<file path="config.mk">
export PLATFORM = sky130hd
export DESIGN_NAME = ldcs_top
export DESIGN_NICKNAME = d
export VERILOG_FILES = /design/src/ldcs_pkg.sv /design/src/ldcs_top.sv /design/src/ldcs_seq_ratio.sv
export VERILOG_INCLUDE_DIRS = /design/src
export SDC_FILE = /design/constraint.sdc
export NUM_CORES = 2
export LEC_CHECK = 0
export BUFFER_PORTS_ARGS = -buffer_cell sky130_fd_sc_hd__buf_2
export CAP_MARGIN = 5
export CORE_MARGIN = 4
export CORE_UTILIZATION = 65
export CTS_CLUSTER_DIAMETER = 80
export CTS_CLUSTER_SIZE = 30
export DETAILED_ROUTE_END_ITERATION = 16
export PLACE_DENSITY = 0.94
export SLEW_MARGIN = 20
export SYNTH_ARGS = -nofsm -noshare
export SYNTH_HDL_FRONTEND = slang
export SYNTH_HIERARCHICAL = 1
export SYNTH_SLANG_ARGS = --single-unit
</file>
<file path="constraint.sdc">
create_clock -name i_clk -period 9.5 [get_ports i_clk]
set_input_delay 1.425 -clock i_clk [delete_from_list [all_inputs] [get_ports i_clk]]
set_output_delay 1.425 -clock i_clk [all_outputs]
set_load 0.03 [all_outputs]
</file>
<file path="src/ldcs_regs.svh">
`ifndef LDCS_REGS_SVH
`define LDCS_REGS_SVH
// ==================================
// register offsets
`define LDCS_CTRL_OFS 8'h00
`define LDCS_RATIO_THR_OFS 8'h04
`define LDCS_PICKUP_OFS 8'h08
`define LDCS_H5_LIM_OFS 8'h0c
`define LDCS_H2_LIM_OFS 8'h10
`define LDCS_LOAD_THR_OFS 8'h14
`define LDCS_STATUS_OFS 8'h18
`define LDCS_REMOTE_OFS 8'h1c
`define LDCS_EVENT_OFS 8'h20
`define LDCS_SLOT_BASE 2'b01
// ==================================
// control fields
`define LDCS_CTRL_LINK_EN 0
`define LDCS_CTRL_MODE_LO 1
`define LDCS_CTRL_CTS_EN 3
`define LDCS_CTRL_FIXED 4
`define LDCS_CTRL_H2_EN 5
`define LDCS_CTRL_H5_EN 6
`define LDCS_CTRL_W 7
// ==================================
// reset values
`define LDCS_CTRL_RST 7'h18
`define LDCS_RATIO_THR_RST 8'h0d
`define LDCS_PICKUP_RST 16'h0100
`define LDCS_H5_LIM_RST 8'h23
`define LDCS_H2_LIM_RST 8'h0f
`define LDCS_LOAD_THR_RST 16'h0010
// ==================================
// slot sources and timing
`define LDCS_SLOTS 16
`define LDCS_SRC_VI_FIRST 1
`define LDCS_SRC_VO_FIRST 5
`define LDCS_SRC_LG_FIRST 11
`define LDCS_SRC_LAST 30
`define LDCS_CLK_KHZ 25000
`define LDCS_TX_PERIOD_MS 10
`define LDCS_RX_TIMEOUT_MS 30
`endif

</file>
<file path="src/ldcs_pkg.sv">
package ldcs_pkg;
  typedef enum logic [1:0] {
    LDCS_MODE_IND = 2'b00,
    LDCS_MODE_RESTRAIN = 2'b01,
    LDCS_MODE_BLOCK = 2'b10
  } ldcs_mode_e;
  typedef enum logic [1:0] {
    LDCS_LINK_PROTO_ABSENT = 2'b00,
    LDCS_LINK_DISABLED = 2'b01,
    LDCS_LINK_OK = 2'b10
  } ldcs_link_e;
endpackage

</file>
<file path="src/ldcs_top.sv">
// The register addresses and the Wishbone register port were decided locally.
`timescale 1ns/10ps
`include "ldcs_regs.svh"
// Functional notes
// sequence ratio computed for own end and for received remote values
// ratio non-zero at both ends means network fault, no alarm
// ratio non-zero at one end only allows supervision to operate
// supervision needs load current at both ends
// indication mode raises alarm, tripping unchanged
// restrain mode raises alarm and doubles differential pick-up
// block mode raises alarm and inhibits differential trip
// software should avoid block mode; line may stay unprotected
// supervision lives in the stage and uses link remote measurements
// sixteen binary signal slots shared by both relays
// signal status sent over the link every 10 ms
// each slot picks none, virtual input, virtual output or logic output
// signals transfer only while instance enabled on both relays
// slot n active at sender drives remote signal n here
// link status: proto absent, disabled or ok
// fixed frequency mode makes frequency stages unavailable
// fifth harmonic block limit defaults to 35 percent
// separately enabled second harmonic block suppresses trips
// link failure deactivates differential protection
// trip after two consecutive task cycles over threshold
// ratio below small threshold counts as zero at both ends
// two-bit mode setting; alarm clears when failure goes away
module ldcs_top #(
  parameter int TX_PERIOD_CYC = `LDCS_TX_PERIOD_MS * `LDCS_CLK_KHZ,
  parameter int RX_TIMEOUT_CYC = `LDCS_RX_TIMEOUT_MS * `LDCS_CLK_KHZ
) (
  // clock and reset
  input wire logic i_clk,
  input wire logic i_rst,
  // wishbone slave
  input wire logic i_wb_cyc,
  input wire logic i_wb_stb,
  input wire logic i_wb_we,
  input wire logic [7:0] i_wb_adr,
  input wire logic [3:0] i_wb_sel,
  input wire logic [31:0] i_wb_dat,
  output logic o_wb_ack,
  output logic [31:0] o_wb_dat,
  // local measurements, task cycle
  input wire logic i_task_tick,
  input wire logic [15:0] i_own_pos_seq,
  input wire logic [15:0] i_own_neg_seq,
  input wire logic [15:0] i_diff_cur,
  input wire logic [7:0] i_h2_pct,
  input wire logic [7:0] i_h5_pct,
  // slot sources
  input wire logic [3:0] i_virtual_input,
  input wire logic [5:0] i_virtual_output,
  input wire logic [19:0] i_logic_out,
  // link receive side
  input wire logic i_proto_assigned,
  input wire logic i_rx_valid,
  input wire logic i_rx_enabled,
  input wire logic [15:0] i_rx_pos_seq,
  input wire logic [15:0] i_rx_neg_seq,
  input wire logic [15:0] i_rx_signals,
  // link transmit side
  output logic o_tx_valid,
  output logic o_tx_enabled,
  output logic [15:0] o_tx_pos_seq,
  output logic [15:0] o_tx_neg_seq,
  output logic [15:0] o_tx_signals,
  // protection outputs
  output logic [15:0] o_remote_binary_signal,
  output logic [1:0] o_link_status,
  output logic o_comm_fail,
  output logic o_cts_alarm,
  output logic o_trip,
  output logic o_freq_stage_avail
);
  // ==================================
  // register file
  logic ack_r, ack_nxt;
  logic [31:0] rdat_r, rdat_nxt;
  logic [`LDCS_CTRL_W-1:0] ctrl_r, ctrl_nxt;
  logic [7:0] ratio_thr_r, ratio_thr_nxt, h5_lim_r, h5_lim_nxt, h2_lim_r, h2_lim_nxt;
  logic [15:0] pickup_r, pickup_nxt, load_thr_r, load_thr_nxt;
  logic [6:0] slot_cfg_r [`LDCS_SLOTS], slot_cfg_nxt [`LDCS_SLOTS];
  logic wr_en, rd_en;
  logic [31:0] ev_clr;
  logic [31:0] ev_r, ev_nxt;
  logic [15:0] rem_sig_r, rem_sig_nxt;
  logic [1:0] link_st_r, link_st_nxt;
  logic comm_fail_r, comm_fail_nxt, alarm_r, alarm_nxt, trip_r, trip_nxt;
  ldcs_pkg::ldcs_mode_e mode;

  function automatic logic [31:0] merge(input logic [31:0] old, input logic [31:0] wd,
                                        input logic [3:0] sel);
    logic [31:0] res;
    res = old;
    for (int b = 0; b < 4; b++) begin
      if (sel[b]) begin
        res[b*8 +: 8] = wd[b*8 +: 8];
      end
    end
    return res;
  endfunction

  assign wr_en = i_wb_cyc && i_wb_stb && i_wb_we && !ack_r;
  assign rd_en = i_wb_cyc && i_wb_stb && !i_wb_we && !ack_r;
  assign mode = ldcs_pkg::ldcs_mode_e'(ctrl_r[`LDCS_CTRL_MODE_LO +: 2]);

  always_comb begin
    logic [31:0] m;
    m = 32'h0000_0000;
    ack_nxt = i_wb_cyc && i_wb_stb && !ack_r;
    rdat_nxt = rdat_r;
    ctrl_nxt = ctrl_r;
    ratio_thr_nxt = ratio_thr_r;
    pickup_nxt = pickup_r;
    h5_lim_nxt = h5_lim_r;
    h2_lim_nxt = h2_lim_r;
    load_thr_nxt = load_thr_r;
    slot_cfg_nxt = slot_cfg_r;
    ev_clr = 32'h0000_0000;
    if (wr_en) begin
      if (i_wb_adr == `LDCS_CTRL_OFS) begin
        m = merge({25'h0, ctrl_r}, i_wb_dat, i_wb_sel);
        ctrl_nxt = m[`LDCS_CTRL_W-1:0];
      end else if (i_wb_adr == `LDCS_RATIO_THR_OFS) begin
        m = merge({24'h0, ratio_thr_r}, i_wb_dat, i_wb_sel);
        ratio_thr_nxt = m[7:0];
      end else if (i_wb_adr == `LDCS_PICKUP_OFS) begin
        m = merge({16'h0, pickup_r}, i_wb_dat, i_wb_sel);
        pickup_nxt = m[15:0];
      end else if (i_wb_adr == `LDCS_H5_LIM_OFS) begin
        m = merge({24'h0, h5_lim_r}, i_wb_dat, i_wb_sel);
        h5_lim_nxt = m[7:0];
      end else if (i_wb_adr == `LDCS_H2_LIM_OFS) begin
        m = merge({24'h0, h2_lim_r}, i_wb_dat, i_wb_sel);
        h2_lim_nxt = m[7:0];
      end else if (i_wb_adr == `LDCS_LOAD_THR_OFS) begin
        m = merge({16'h0, load_thr_r}, i_wb_dat, i_wb_sel);
        load_thr_nxt = m[15:0];
      end else if (i_wb_adr == `LDCS_EVENT_OFS) begin
        ev_clr = merge(32'h0000_0000, i_wb_dat, i_wb_sel);
      end else if (i_wb_adr[7:6] == `LDCS_SLOT_BASE) begin
        m = merge({25'h0, slot_cfg_r[i_wb_adr[5:2]]}, i_wb_dat, i_wb_sel);
        slot_cfg_nxt[i_wb_adr[5:2]] = m[6:0];
      end
    end
    if (rd_en) begin
      if (i_wb_adr == `LDCS_CTRL_OFS) begin
        rdat_nxt = {25'h0, ctrl_r};
      end else if (i_wb_adr == `LDCS_RATIO_THR_OFS) begin
        rdat_nxt = {24'h0, ratio_thr_r};
      end else if (i_wb_adr == `LDCS_PICKUP_OFS) begin
        rdat_nxt = {16'h0, pickup_r};
      end else if (i_wb_adr == `LDCS_H5_LIM_OFS) begin
        rdat_nxt = {24'h0, h5_lim_r};
      end else if (i_wb_adr == `LDCS_H2_LIM_OFS) begin
        rdat_nxt = {24'h0, h2_lim_r};
      end else if (i_wb_adr == `LDCS_LOAD_THR_OFS) begin
        rdat_nxt = {16'h0, load_thr_r};
      end else if (i_wb_adr == `LDCS_STATUS_OFS) begin
        rdat_nxt = {26'h0, link_st_r, trip_r, alarm_r, comm_fail_r, 1'b0};
      end else if (i_wb_adr == `LDCS_REMOTE_OFS) begin
        rdat_nxt = {16'h0, rem_sig_r};
      end else if (i_wb_adr == `LDCS_EVENT_OFS) begin
        rdat_nxt = ev_r;
      end else if (i_wb_adr[7:6] == `LDCS_SLOT_BASE) begin
        rdat_nxt = {25'h0, slot_cfg_r[i_wb_adr[5:2]]};
      end else begin
        rdat_nxt = 32'h0000_0000;
      end
    end
  end

  always_ff @(posedge i_clk) begin
    if (i_rst) begin
      ack_r <= 1'b0;
      rdat_r <= 32'h0000_0000;
      ctrl_r <= `LDCS_CTRL_RST;
      ratio_thr_r <= `LDCS_RATIO_THR_RST;
      pickup_r <= `LDCS_PICKUP_RST;
      h5_lim_r <= `LDCS_H5_LIM_RST;
      h2_lim_r <= `LDCS_H2_LIM_RST;
      load_thr_r <= `LDCS_LOAD_THR_RST;
      for (int s = 0; s < `LDCS_SLOTS; s++) begin
        slot_cfg_r[s] <= 7'h00;
      end
    end else begin
      ack_r <= ack_nxt;
      rdat_r <= rdat_nxt;
      ctrl_r <= ctrl_nxt;
      ratio_thr_r <= ratio_thr_nxt;
      pickup_r <= pickup_nxt;
      h5_lim_r <= h5_lim_nxt;
      h2_lim_r <= h2_lim_nxt;
      load_thr_r <= load_thr_nxt;
      slot_cfg_r <= slot_cfg_nxt;
    end
  end

  // ==================================
  // slot source selection
  function automatic logic src_bit(input logic [4:0] code, input logic [3:0] vi,
                                   input logic [5:0] vo, input logic [19:0] lg);
    int c;
    c = int'(code);
    if (c >= `LDCS_SRC_LG_FIRST && c <= `LDCS_SRC_LAST) begin
      return lg[c - `LDCS_SRC_LG_FIRST];
    end else if (c >= `LDCS_SRC_VO_FIRST) begin
      return (c < `LDCS_SRC_LG_FIRST) ? vo[c - `LDCS_SRC_VO_FIRST] : 1'b0;
    end else if (c >= `LDCS_SRC_VI_FIRST) begin
      return vi[c - `LDCS_SRC_VI_FIRST];
    end
    return 1'b0;
  endfunction

  logic [15:0] slot_val;
  logic [15:0] on_en, off_en;
  genvar g;
  generate
    for (g = 0; g < `LDCS_SLOTS; g++) begin : g_slot
      assign slot_val[g] = src_bit(slot_cfg_r[g][4:0], i_virtual_input,
                                   i_virtual_output, i_logic_out);
      assign on_en[g] = slot_cfg_r[g][5];
      assign off_en[g] = slot_cfg_r[g][6];
    end
  endgenerate

  // ==================================
  // protection link
  logic [17:0] tx_cnt_r, tx_cnt_nxt;
  logic [19:0] rx_to_r, rx_to_nxt;
  logic tx_valid_r, tx_valid_nxt, rem_en_r, rem_en_nxt;
  logic txen_r, txen_nxt;
  logic [15:0] tx_sig_r, tx_sig_nxt, prev_r, prev_nxt;
  logic [15:0] rem_pos_r, rem_pos_nxt, rem_neg_r, rem_neg_nxt;
  logic [15:0] own_pos_r, own_pos_nxt, own_neg_r, own_neg_nxt;
  logic link_ok, xfer_ok;

  assign link_ok = (link_st_r == ldcs_pkg::LDCS_LINK_OK);
  assign xfer_ok = link_ok && rem_en_r && !comm_fail_r;

  always_comb begin
    if (!i_proto_assigned) begin
      link_st_nxt = ldcs_pkg::LDCS_LINK_PROTO_ABSENT;
    end else if (!ctrl_r[`LDCS_CTRL_LINK_EN]) begin
      link_st_nxt = ldcs_pkg::LDCS_LINK_DISABLED;
    end else begin
      link_st_nxt = ldcs_pkg::LDCS_LINK_OK;
    end
    // registered copy so the pin comes straight from a flop
    txen_nxt = (link_st_nxt == ldcs_pkg::LDCS_LINK_OK);
    tx_valid_nxt = 1'b0;
    tx_cnt_nxt = tx_cnt_r;
    tx_sig_nxt = tx_sig_r;
    own_pos_nxt = own_pos_r;
    own_neg_nxt = own_neg_r;
    if (!link_ok) begin
      tx_cnt_nxt = 18'h0;
    end else if (int'(tx_cnt_r) >= TX_PERIOD_CYC - 1) begin
      tx_cnt_nxt = 18'h0;
      tx_valid_nxt = 1'b1;
      tx_sig_nxt = slot_val;
      own_pos_nxt = i_own_pos_seq;
      own_neg_nxt = i_own_neg_seq;
    end else begin
      tx_cnt_nxt = tx_cnt_r + 18'h1;
    end
    rem_en_nxt = rem_en_r;
    rem_pos_nxt = rem_pos_r;
    rem_neg_nxt = rem_neg_r;
    rem_sig_nxt = xfer_ok ? rem_sig_r : 16'h0;
    rx_to_nxt = rx_to_r;
    if (i_rx_valid && link_ok) begin
      rx_to_nxt = 20'h0;
      rem_en_nxt = i_rx_enabled;
      rem_pos_nxt = i_rx_pos_seq;
      rem_neg_nxt = i_rx_neg_seq;
      rem_sig_nxt = (i_rx_enabled && !comm_fail_r) ? i_rx_signals : 16'h0;
    end else if (int'(rx_to_r) < RX_TIMEOUT_CYC) begin
      rx_to_nxt = rx_to_r + 20'h1;
    end
    comm_fail_nxt = !link_ok || (int'(rx_to_nxt) >= RX_TIMEOUT_CYC);
    // set wins over a software clear in the same cycle
    prev_nxt = slot_val;
    ev_nxt = (ev_r & ~ev_clr) | {off_en & prev_r & ~slot_val, on_en & ~prev_r & slot_val};
  end

  always_ff @(posedge i_clk) begin
    if (i_rst) begin
      link_st_r <= ldcs_pkg::LDCS_LINK_PROTO_ABSENT;
      tx_cnt_r <= 18'h0;
      tx_valid_r <= 1'b0;
      txen_r <= 1'b0;
      tx_sig_r <= 16'h0;
      own_pos_r <= 16'h0;
      own_neg_r <= 16'h0;
      rem_en_r <= 1'b0;
      rem_pos_r <= 16'h0;
      rem_neg_r <= 16'h0;
      rem_sig_r <= 16'h0;
      rx_to_r <= 20'h0;
      comm_fail_r <= 1'b1;
      prev_r <= 16'h0;
      ev_r <= 32'h0;
    end else begin
      link_st_r <= link_st_nxt;
      tx_cnt_r <= tx_cnt_nxt;
      tx_valid_r <= tx_valid_nxt;
      txen_r <= txen_nxt;
      tx_sig_r <= tx_sig_nxt;
      own_pos_r <= own_pos_nxt;
      own_neg_r <= own_neg_nxt;
      rem_en_r <= rem_en_nxt;
      rem_pos_r <= rem_pos_nxt;
      rem_neg_r <= rem_neg_nxt;
      rem_sig_r <= rem_sig_nxt;
      rx_to_r <= rx_to_nxt;
      comm_fail_r <= comm_fail_nxt;
      prev_r <= prev_nxt;
      ev_r <= ev_nxt;
    end
  end

  // ==================================
  // ct supervision and differential trip
  logic own_nz, own_ld, rem_nz, rem_ld;
  logic [1:0] over_cnt_r, over_cnt_nxt;
  logic [16:0] eff_pick;
  logic ct_fail, inhibit, h2_blk, h5_blk, avail_r, avail_nxt;

  ldcs_seq_ratio u_own_ratio (
    .i_clk(i_clk), .i_rst(i_rst), .i_pos_seq(i_own_pos_seq), .i_neg_seq(i_own_neg_seq),
    .i_ratio_thr(ratio_thr_r), .i_load_thr(load_thr_r),
    .o_ratio_nz(own_nz), .o_loaded(own_ld));
  ldcs_seq_ratio u_rem_ratio (
    .i_clk(i_clk), .i_rst(i_rst), .i_pos_seq(rem_pos_r), .i_neg_seq(rem_neg_r),
    .i_ratio_thr(ratio_thr_r), .i_load_thr(load_thr_r),
    .o_ratio_nz(rem_nz), .o_loaded(rem_ld));

  always_comb begin
    // exactly one end asymmetric, and load at both ends
    ct_fail = (own_nz ^ rem_nz) && own_ld && rem_ld && !comm_fail_r;
    alarm_nxt = ct_fail && ctrl_r[`LDCS_CTRL_CTS_EN];
    eff_pick = (alarm_r && mode == ldcs_pkg::LDCS_MODE_RESTRAIN) ?
               {pickup_r, 1'b0} : {1'b0, pickup_r};
    h2_blk = ctrl_r[`LDCS_CTRL_H2_EN] && (i_h2_pct > h2_lim_r);
    h5_blk = ctrl_r[`LDCS_CTRL_H5_EN] && (i_h5_pct > h5_lim_r);
    // block mode leaves the line without protection during a real fault
    inhibit = comm_fail_r || h2_blk || h5_blk ||
              (alarm_r && mode == ldcs_pkg::LDCS_MODE_BLOCK);
    over_cnt_nxt = over_cnt_r;
    if (inhibit) begin
      over_cnt_nxt = 2'd0;
    end else if (i_task_tick) begin
      if ({1'b0, i_diff_cur} > eff_pick) begin
        over_cnt_nxt = (over_cnt_r == 2'd2) ? 2'd2 : over_cnt_r + 2'd1;
      end else begin
        over_cnt_nxt = 2'd0;
      end
    end
    trip_nxt = (over_cnt_nxt == 2'd2) && !inhibit;
    avail_nxt = !ctrl_r[`LDCS_CTRL_FIXED];
  end

  always_ff @(posedge i_clk) begin
    if (i_rst) begin
      over_cnt_r <= 2'd0;
      alarm_r <= 1'b0;
      trip_r <= 1'b0;
      avail_r <= 1'b0;
    end else begin
      over_cnt_r <= over_cnt_nxt;
      alarm_r <= alarm_nxt;
      trip_r <= trip_nxt;
      avail_r <= avail_nxt;
    end
  end

  // ==================================
  // outputs
  assign o_wb_ack = ack_r;
  assign o_wb_dat = rdat_r;
  assign o_tx_valid = tx_valid_r;
  assign o_tx_enabled = txen_r;
  assign o_tx_pos_seq = own_pos_r;
  assign o_tx_neg_seq = own_neg_r;
  assign o_tx_signals = tx_sig_r;
  assign o_remote_binary_signal = rem_sig_r;
  assign o_link_status = link_st_r;
  assign o_comm_fail = comm_fail_r;
  assign o_cts_alarm = alarm_r;
  assign o_trip = trip_r;
  assign o_freq_stage_avail = avail_r;

  // ==================================
  // checks
  ack_pulse_a: assert property (@(posedge i_clk) disable iff (i_rst)
    ack_r |=> !ack_r) else $error("ack held longer than one cycle");
  cts_both_a: assert property (@(posedge i_clk) disable iff (i_rst)
    own_nz && rem_nz |=> !alarm_r) else $error("alarm on fault at both ends");
  cts_load_a: assert property (@(posedge i_clk) disable iff (i_rst)
    !(own_ld && rem_ld) |=> !alarm_r) else $error("alarm without load at both ends");
  block_trip_a: assert property (@(posedge i_clk) disable iff (i_rst)
    alarm_r && mode == ldcs_pkg::LDCS_MODE_BLOCK |=> !trip_r)
    else $error("trip while blocked");
  comm_trip_a: assert property (@(posedge i_clk) disable iff (i_rst)
    comm_fail_r |=> !trip_r) else $error("trip with failed link");
  tx_spacing_a: assert property (@(posedge i_clk) disable iff (i_rst)
    tx_valid_r |=> !tx_valid_r [*8]) else $error("link updates too close");
  freq_block_a: assert property (@(posedge i_clk) disable iff (i_rst)
    ctrl_r[`LDCS_CTRL_FIXED] |=> !o_freq_stage_avail)
    else $error("frequency stages available in fixed mode");
  link_gate_a: assert property (@(posedge i_clk) disable iff (i_rst)
    !xfer_ok && !i_rx_valid |=> o_remote_binary_signal == 16'h0)
    else $error("remote signals passed on a disabled link");
  trip_two_a: assert property (@(posedge i_clk) disable iff (i_rst)
    $rose(trip_r) |-> $past(i_task_tick) && $past(over_cnt_r) == 2'd1)
    else $error("trip without two cycles over threshold");
endmodule // ldcs_top

</file>
<file path="src/ldcs_seq_ratio.sv">
`timescale 1ns/10ps
`include "ldcs_regs.svh"
module ldcs_seq_ratio (
  // clock and reset
  input wire logic i_clk,
  input wire logic i_rst,
  // sequence magnitudes
  input wire logic [15:0] i_pos_seq,
  input wire logic [15:0] i_neg_seq,
  // thresholds
  input wire logic [7:0] i_ratio_thr,
  input wire logic [15:0] i_load_thr,
  // classification
  output logic o_ratio_nz,
  output logic o_loaded
);
  logic ratio_nz_r, ratio_nz_nxt, loaded_r, loaded_nxt;
  logic [23:0] scaled_neg, scaled_pos;

  // ratio in 1/256 steps, compared by cross multiply to avoid a divider
  always_comb begin
    scaled_neg = {i_neg_seq, 8'h00};
    scaled_pos = 24'(i_pos_seq) * 24'(i_ratio_thr);
    ratio_nz_nxt = (scaled_neg > scaled_pos);
    loaded_nxt = (i_pos_seq > i_load_thr);
  end

  always_ff @(posedge i_clk) begin
    if (i_rst) begin
      ratio_nz_r <= 1'b0;
      loaded_r <= 1'b0;
    end else begin
      ratio_nz_r <= ratio_nz_nxt;
      loaded_r <= loaded_nxt;
    end
  end

  assign o_ratio_nz = ratio_nz_r;
  assign o_loaded = loaded_r;
endmodule // ldcs_seq_ratio

</file>
==> results.cfg <==
[floorplanning]
fp.dieW_um = 238.6
die_y_um = 238.6
std_cell_rows = 84
fp.dieArea_mm2 = 0.05693
io-pin-count = 300
initial_core_util_pct = 65.65
placeableCoreArea_mm2 = 0.05266

[synthesis]
combinational_family_with_the_most_area_after_synthesis = simple AND/OR/NAND/NOR gates
synth_nets = 4627
synth_sequential_area_ratio_pct = 23.40
postSynthAreaPerCell_um2 = 8.614
synth.mux.area_fraction_pct = 13.93
synth_top_area_share_pct = 23.40
synth_area_mm2 = 0.03457
adder_and_majority_gate_portion_of_the_synthesized_area_pct = 18.90
synth_cells = 4013
synth.yosys.warnings = 6
synth_simple_gate_area_share_pct = 19.25
synth_enable_flop_cells = 0
synth_ff_type = sky130_fd_sc_hd__dfxtp_1
post-synth-top-area-cell = sky130_fd_sc_hd__dfxtp_1
yosys-top-cells-area = sky130_fd_sc_hd__dfxtp_1 23%, sky130_fd_sc_hd__fa_1 9.7%, sky130_fd_sc_hd__ha_1 9.1%
synth-async-reset-ratio_pct = 0
yosys.cell_types.count = 100
synth-xor-area-share_pct = 2.483
synth_compound_gate_area_share_pct = 14.97
synth_seq_cells = 404

[placed_design]
place_ws_ns = 2.395
post_dp_hpwl_mm = 77.89
port_buffers = 299
globalplace.congestion = 1.004

[power]
powerDensity_mw_per_mm2 = 96.26
irDropWorstVdd_mv = 0.1313
switching_power_mw = 1.091
power_report.internal_total_mw = 2.447
comb_power_share_pct = 18.9
clock_power_share_pct = 33.0
share_seq_of_total_power_pct = 48.1
leakage_power_figure_nw = 15.19
p_sw_share_pct = 30.84

[setup_path]
r2r_cells = 22
cpMaxStageDelayCell = sky130_fd_sc_hd__dfxtp_1
crit-reg2reg-launch = ratio_thr_r[4]
worst_setup_path_end_kind = register
cp_common_cell = sky130_fd_sc_hd__fa_1
critical_path_data_required_time_ns = 9.96
startpoint_types = register
slowest_delay_ns = 0.83
critPathLaunch = ratio_thr_r[4]
crit_path_dat_ns = 7.29
setup_cp_type = register to register
cp_max_fo = 18
timing.critical_path.cells = buf_4 -> nand2_1 -> fa_1 -> fa_1 -> inv_1 -> fa_1 -> inv_1 -> fa_1 -> inv_1 -> ha_1 -> o21a_2 -> o31a_4 -> o21ai_0 -> o31ai_1 -> a21oi_1 -> xor2_1 -> ha_1 -> nand4_1 -> nor3_1 -> nand4_1 -> nor3_1 -> nor3_1

[final_layout]
layout.cells.most_common = sky130_fd_sc_hd__nor2_1
layout.cells.most_common_list = 480 x sky130_fd_sc_hd__nor2_1, 404 x sky130_fd_sc_hd__dfxtp_1, 396 x sky130_fd_sc_hd__nand2_1, 354 x sky130_fd_sc_hd__a21oi_1, 333 x sky130_fd_sc_hd__inv_1
final_util_pct = 69.80
drive_above_1_share_pct = 13.84
synthToLayoutAreaGrowth_pct = 6.323
fill_cells = 3853
design.final.nets = 4713

[clocking]
cts_inserted_buffers = 22
cts_setup_buffers = 0
clock_tree.buffer_depth = 3
worstSkewPairLatency_ns = 0.61
cts_tree = yes
clkSlewWorstSetupHoldPaths_ns = 0.11
clock_tree.htree_level_count = 1
clock-root-buffer = sky130_fd_sc_hd__clkbuf_16
cts_hold_buf = 0
post_cts.resized_instances = 0
cts.sink_count = 404

[global_routing]
grt_max_degree = 240
globalRouteOverflowTotal = 0
first_global_vias = 31330
antenna_found_initial = 7
groute.usage.overall_pct = 36.80
grt_first_pass_wirelength_mm = 168.5

[detailed_routing]
drc_errors = 0
detailed_router_s_first_iteration_violation_count = 3851
met1Wirelength_mm = 36.56
vias_per_cell = 6.669
vias = 32040
wl_per_cell_um = 22.66
route.antenna.remaining_nets = 0
detail_route.wirelength_mm = 108.8
detailroute.wirelength.met3_mm = 15.23
first_pass_iters = 9
topRoutingLayerUsed = met5
detailroute.wirelength.met2_mm = 48.71

[timing]
period_needed_ns = 6.830
hold_viol_final = 0
layout_worst_path_cycle_share_pct = 71.89
setup-violations-final = 0
setup_ws_ns = 2.670
fin_skew_ns = 0.03433
final.setup.tns_ns = 0
slew-limit-headroom_pct = 28.41
rsz0062_at_grt = false
slew_violations = 0
fmax_mhz = 146.4
worstMarginPinSlew_ns = 1.072

[hold_path]
min-delay-path-class = register to register
whs_path_depth = 2
hp_start = o_tx_pos_seq[11]

[status]
run_status = finished, final reports clean

[job]
drv_cap = 0
## registers in the layout (all words and copies together), names as in the netlist, 18 cells and up
register / cells
ev_r: 32
tx_cnt_r: 18
o_wb_dat: 32
slot_cfg_r: 80
rx_to_r: 20
## cell type report
class / count / area, µm² / area share, %
repair buffers: 320 / 1677 / 4.562
flip-flops and latches: 404 / 8088 / 22.01
inverters: 333 / 1250 / 3.401
well taps: 688 / 860.8 / 2.342
clock buffers: 24 / 579.3 / 1.576
diodes: 6 / 15.01 / 0.04085
clock inverters: 11 / 207.7 / 0.5651
multi-input cells: 3018 / 24080 / 65.51
## cell families after synthesis
kind of cell	after synthesis
xor gates and xnor gates	98
and+or+nand+nor	1411
DFF	404
AOI/OAI and AO/OA	813
muxes	274
adders and majority gates	422
buffers and inverters	591
## routing by layer
| layer | up-vias | global-route usage [%] |
|---|---|---|
| li1 | 14050 | - |
| met1 | 14960 | 44.23 |
| met2 | 2404 | 58.10 |
| met3 | 619 | 11.43 |
| met4 | 6 | 22.32 |
| met5 | - | 0 |
## metrics by stage
step	hold WS [ns]	power, mW	instance area, µm²	cells
after floorplan	0.4129	2.191	34570	4013
after global placement	0.4255	2.367	35940	4763
after detailed placement	0.4436	2.384	35940	4763
after CTS	0.4580	3.508	36730	4798
after global routing	0.4738	3.654	36750	4801
final	0.4566	3.538	36750	4804
## power by group through the flow
stage               Combinational [mW]  Sequential, mW  Clock (mW)
global placement                 0.627            1.74           0
CTS                              0.649            1.70        1.16
finish                           0.670            1.70        1.17
floorplan                        0.451            1.74           0
global route                     0.733            1.70        1.22
detailed placement               0.644            1.74           0
## synthesized netlist by cell type, types with 33 or more instances
library cell and instances:
sky130_fd_sc_hd__a211oi_1 33, sky130_fd_sc_hd__a21o_1 46, sky130_fd_sc_hd__a21oi_1 354, sky130_fd_sc_hd__a22oi_1 46
sky130_fd_sc_hd__and2_1 211, sky130_fd_sc_hd__clkbuf_1 195, sky130_fd_sc_hd__dfxtp_1 404, sky130_fd_sc_hd__fa_1 168
sky130_fd_sc_hd__ha_1 251, sky130_fd_sc_hd__inv_1 333, sky130_fd_sc_hd__mux2i_1 86, sky130_fd_sc_hd__mux4_2 129
sky130_fd_sc_hd__nand2_1 396, sky130_fd_sc_hd__nand3_1 69, sky130_fd_sc_hd__nor2_1 483, sky130_fd_sc_hd__nor2b_1 35
sky130_fd_sc_hd__nor3_1 46, sky130_fd_sc_hd__o21ai_0 98, sky130_fd_sc_hd__xnor2_1 52, sky130_fd_sc_hd__xor2_1 46
## worst max-delay path: cells and delay by family (launching register included)
kind	cells	cell delay, ns
buffers and inverters	4	0.59
adders and majority gates	6	2.72
and+or+nand+nor	6	1.17
DFF	1	0.83
AOI/OAI and AO/OA	5	1.18
xor gates and xnor gates	1	0.20
## final timing paths
kind,end,slack [ns]
hold / removal,o_tx_pos_seq[11],0.46
setup reg to reg,u_rem_ratio/o_ratio_nz,2.67
setup / recovery,u_rem_ratio/o_ratio_nz,2.67
hold reg to reg,o_tx_pos_seq[11],0.46
(Power assumes the default switching activity.)
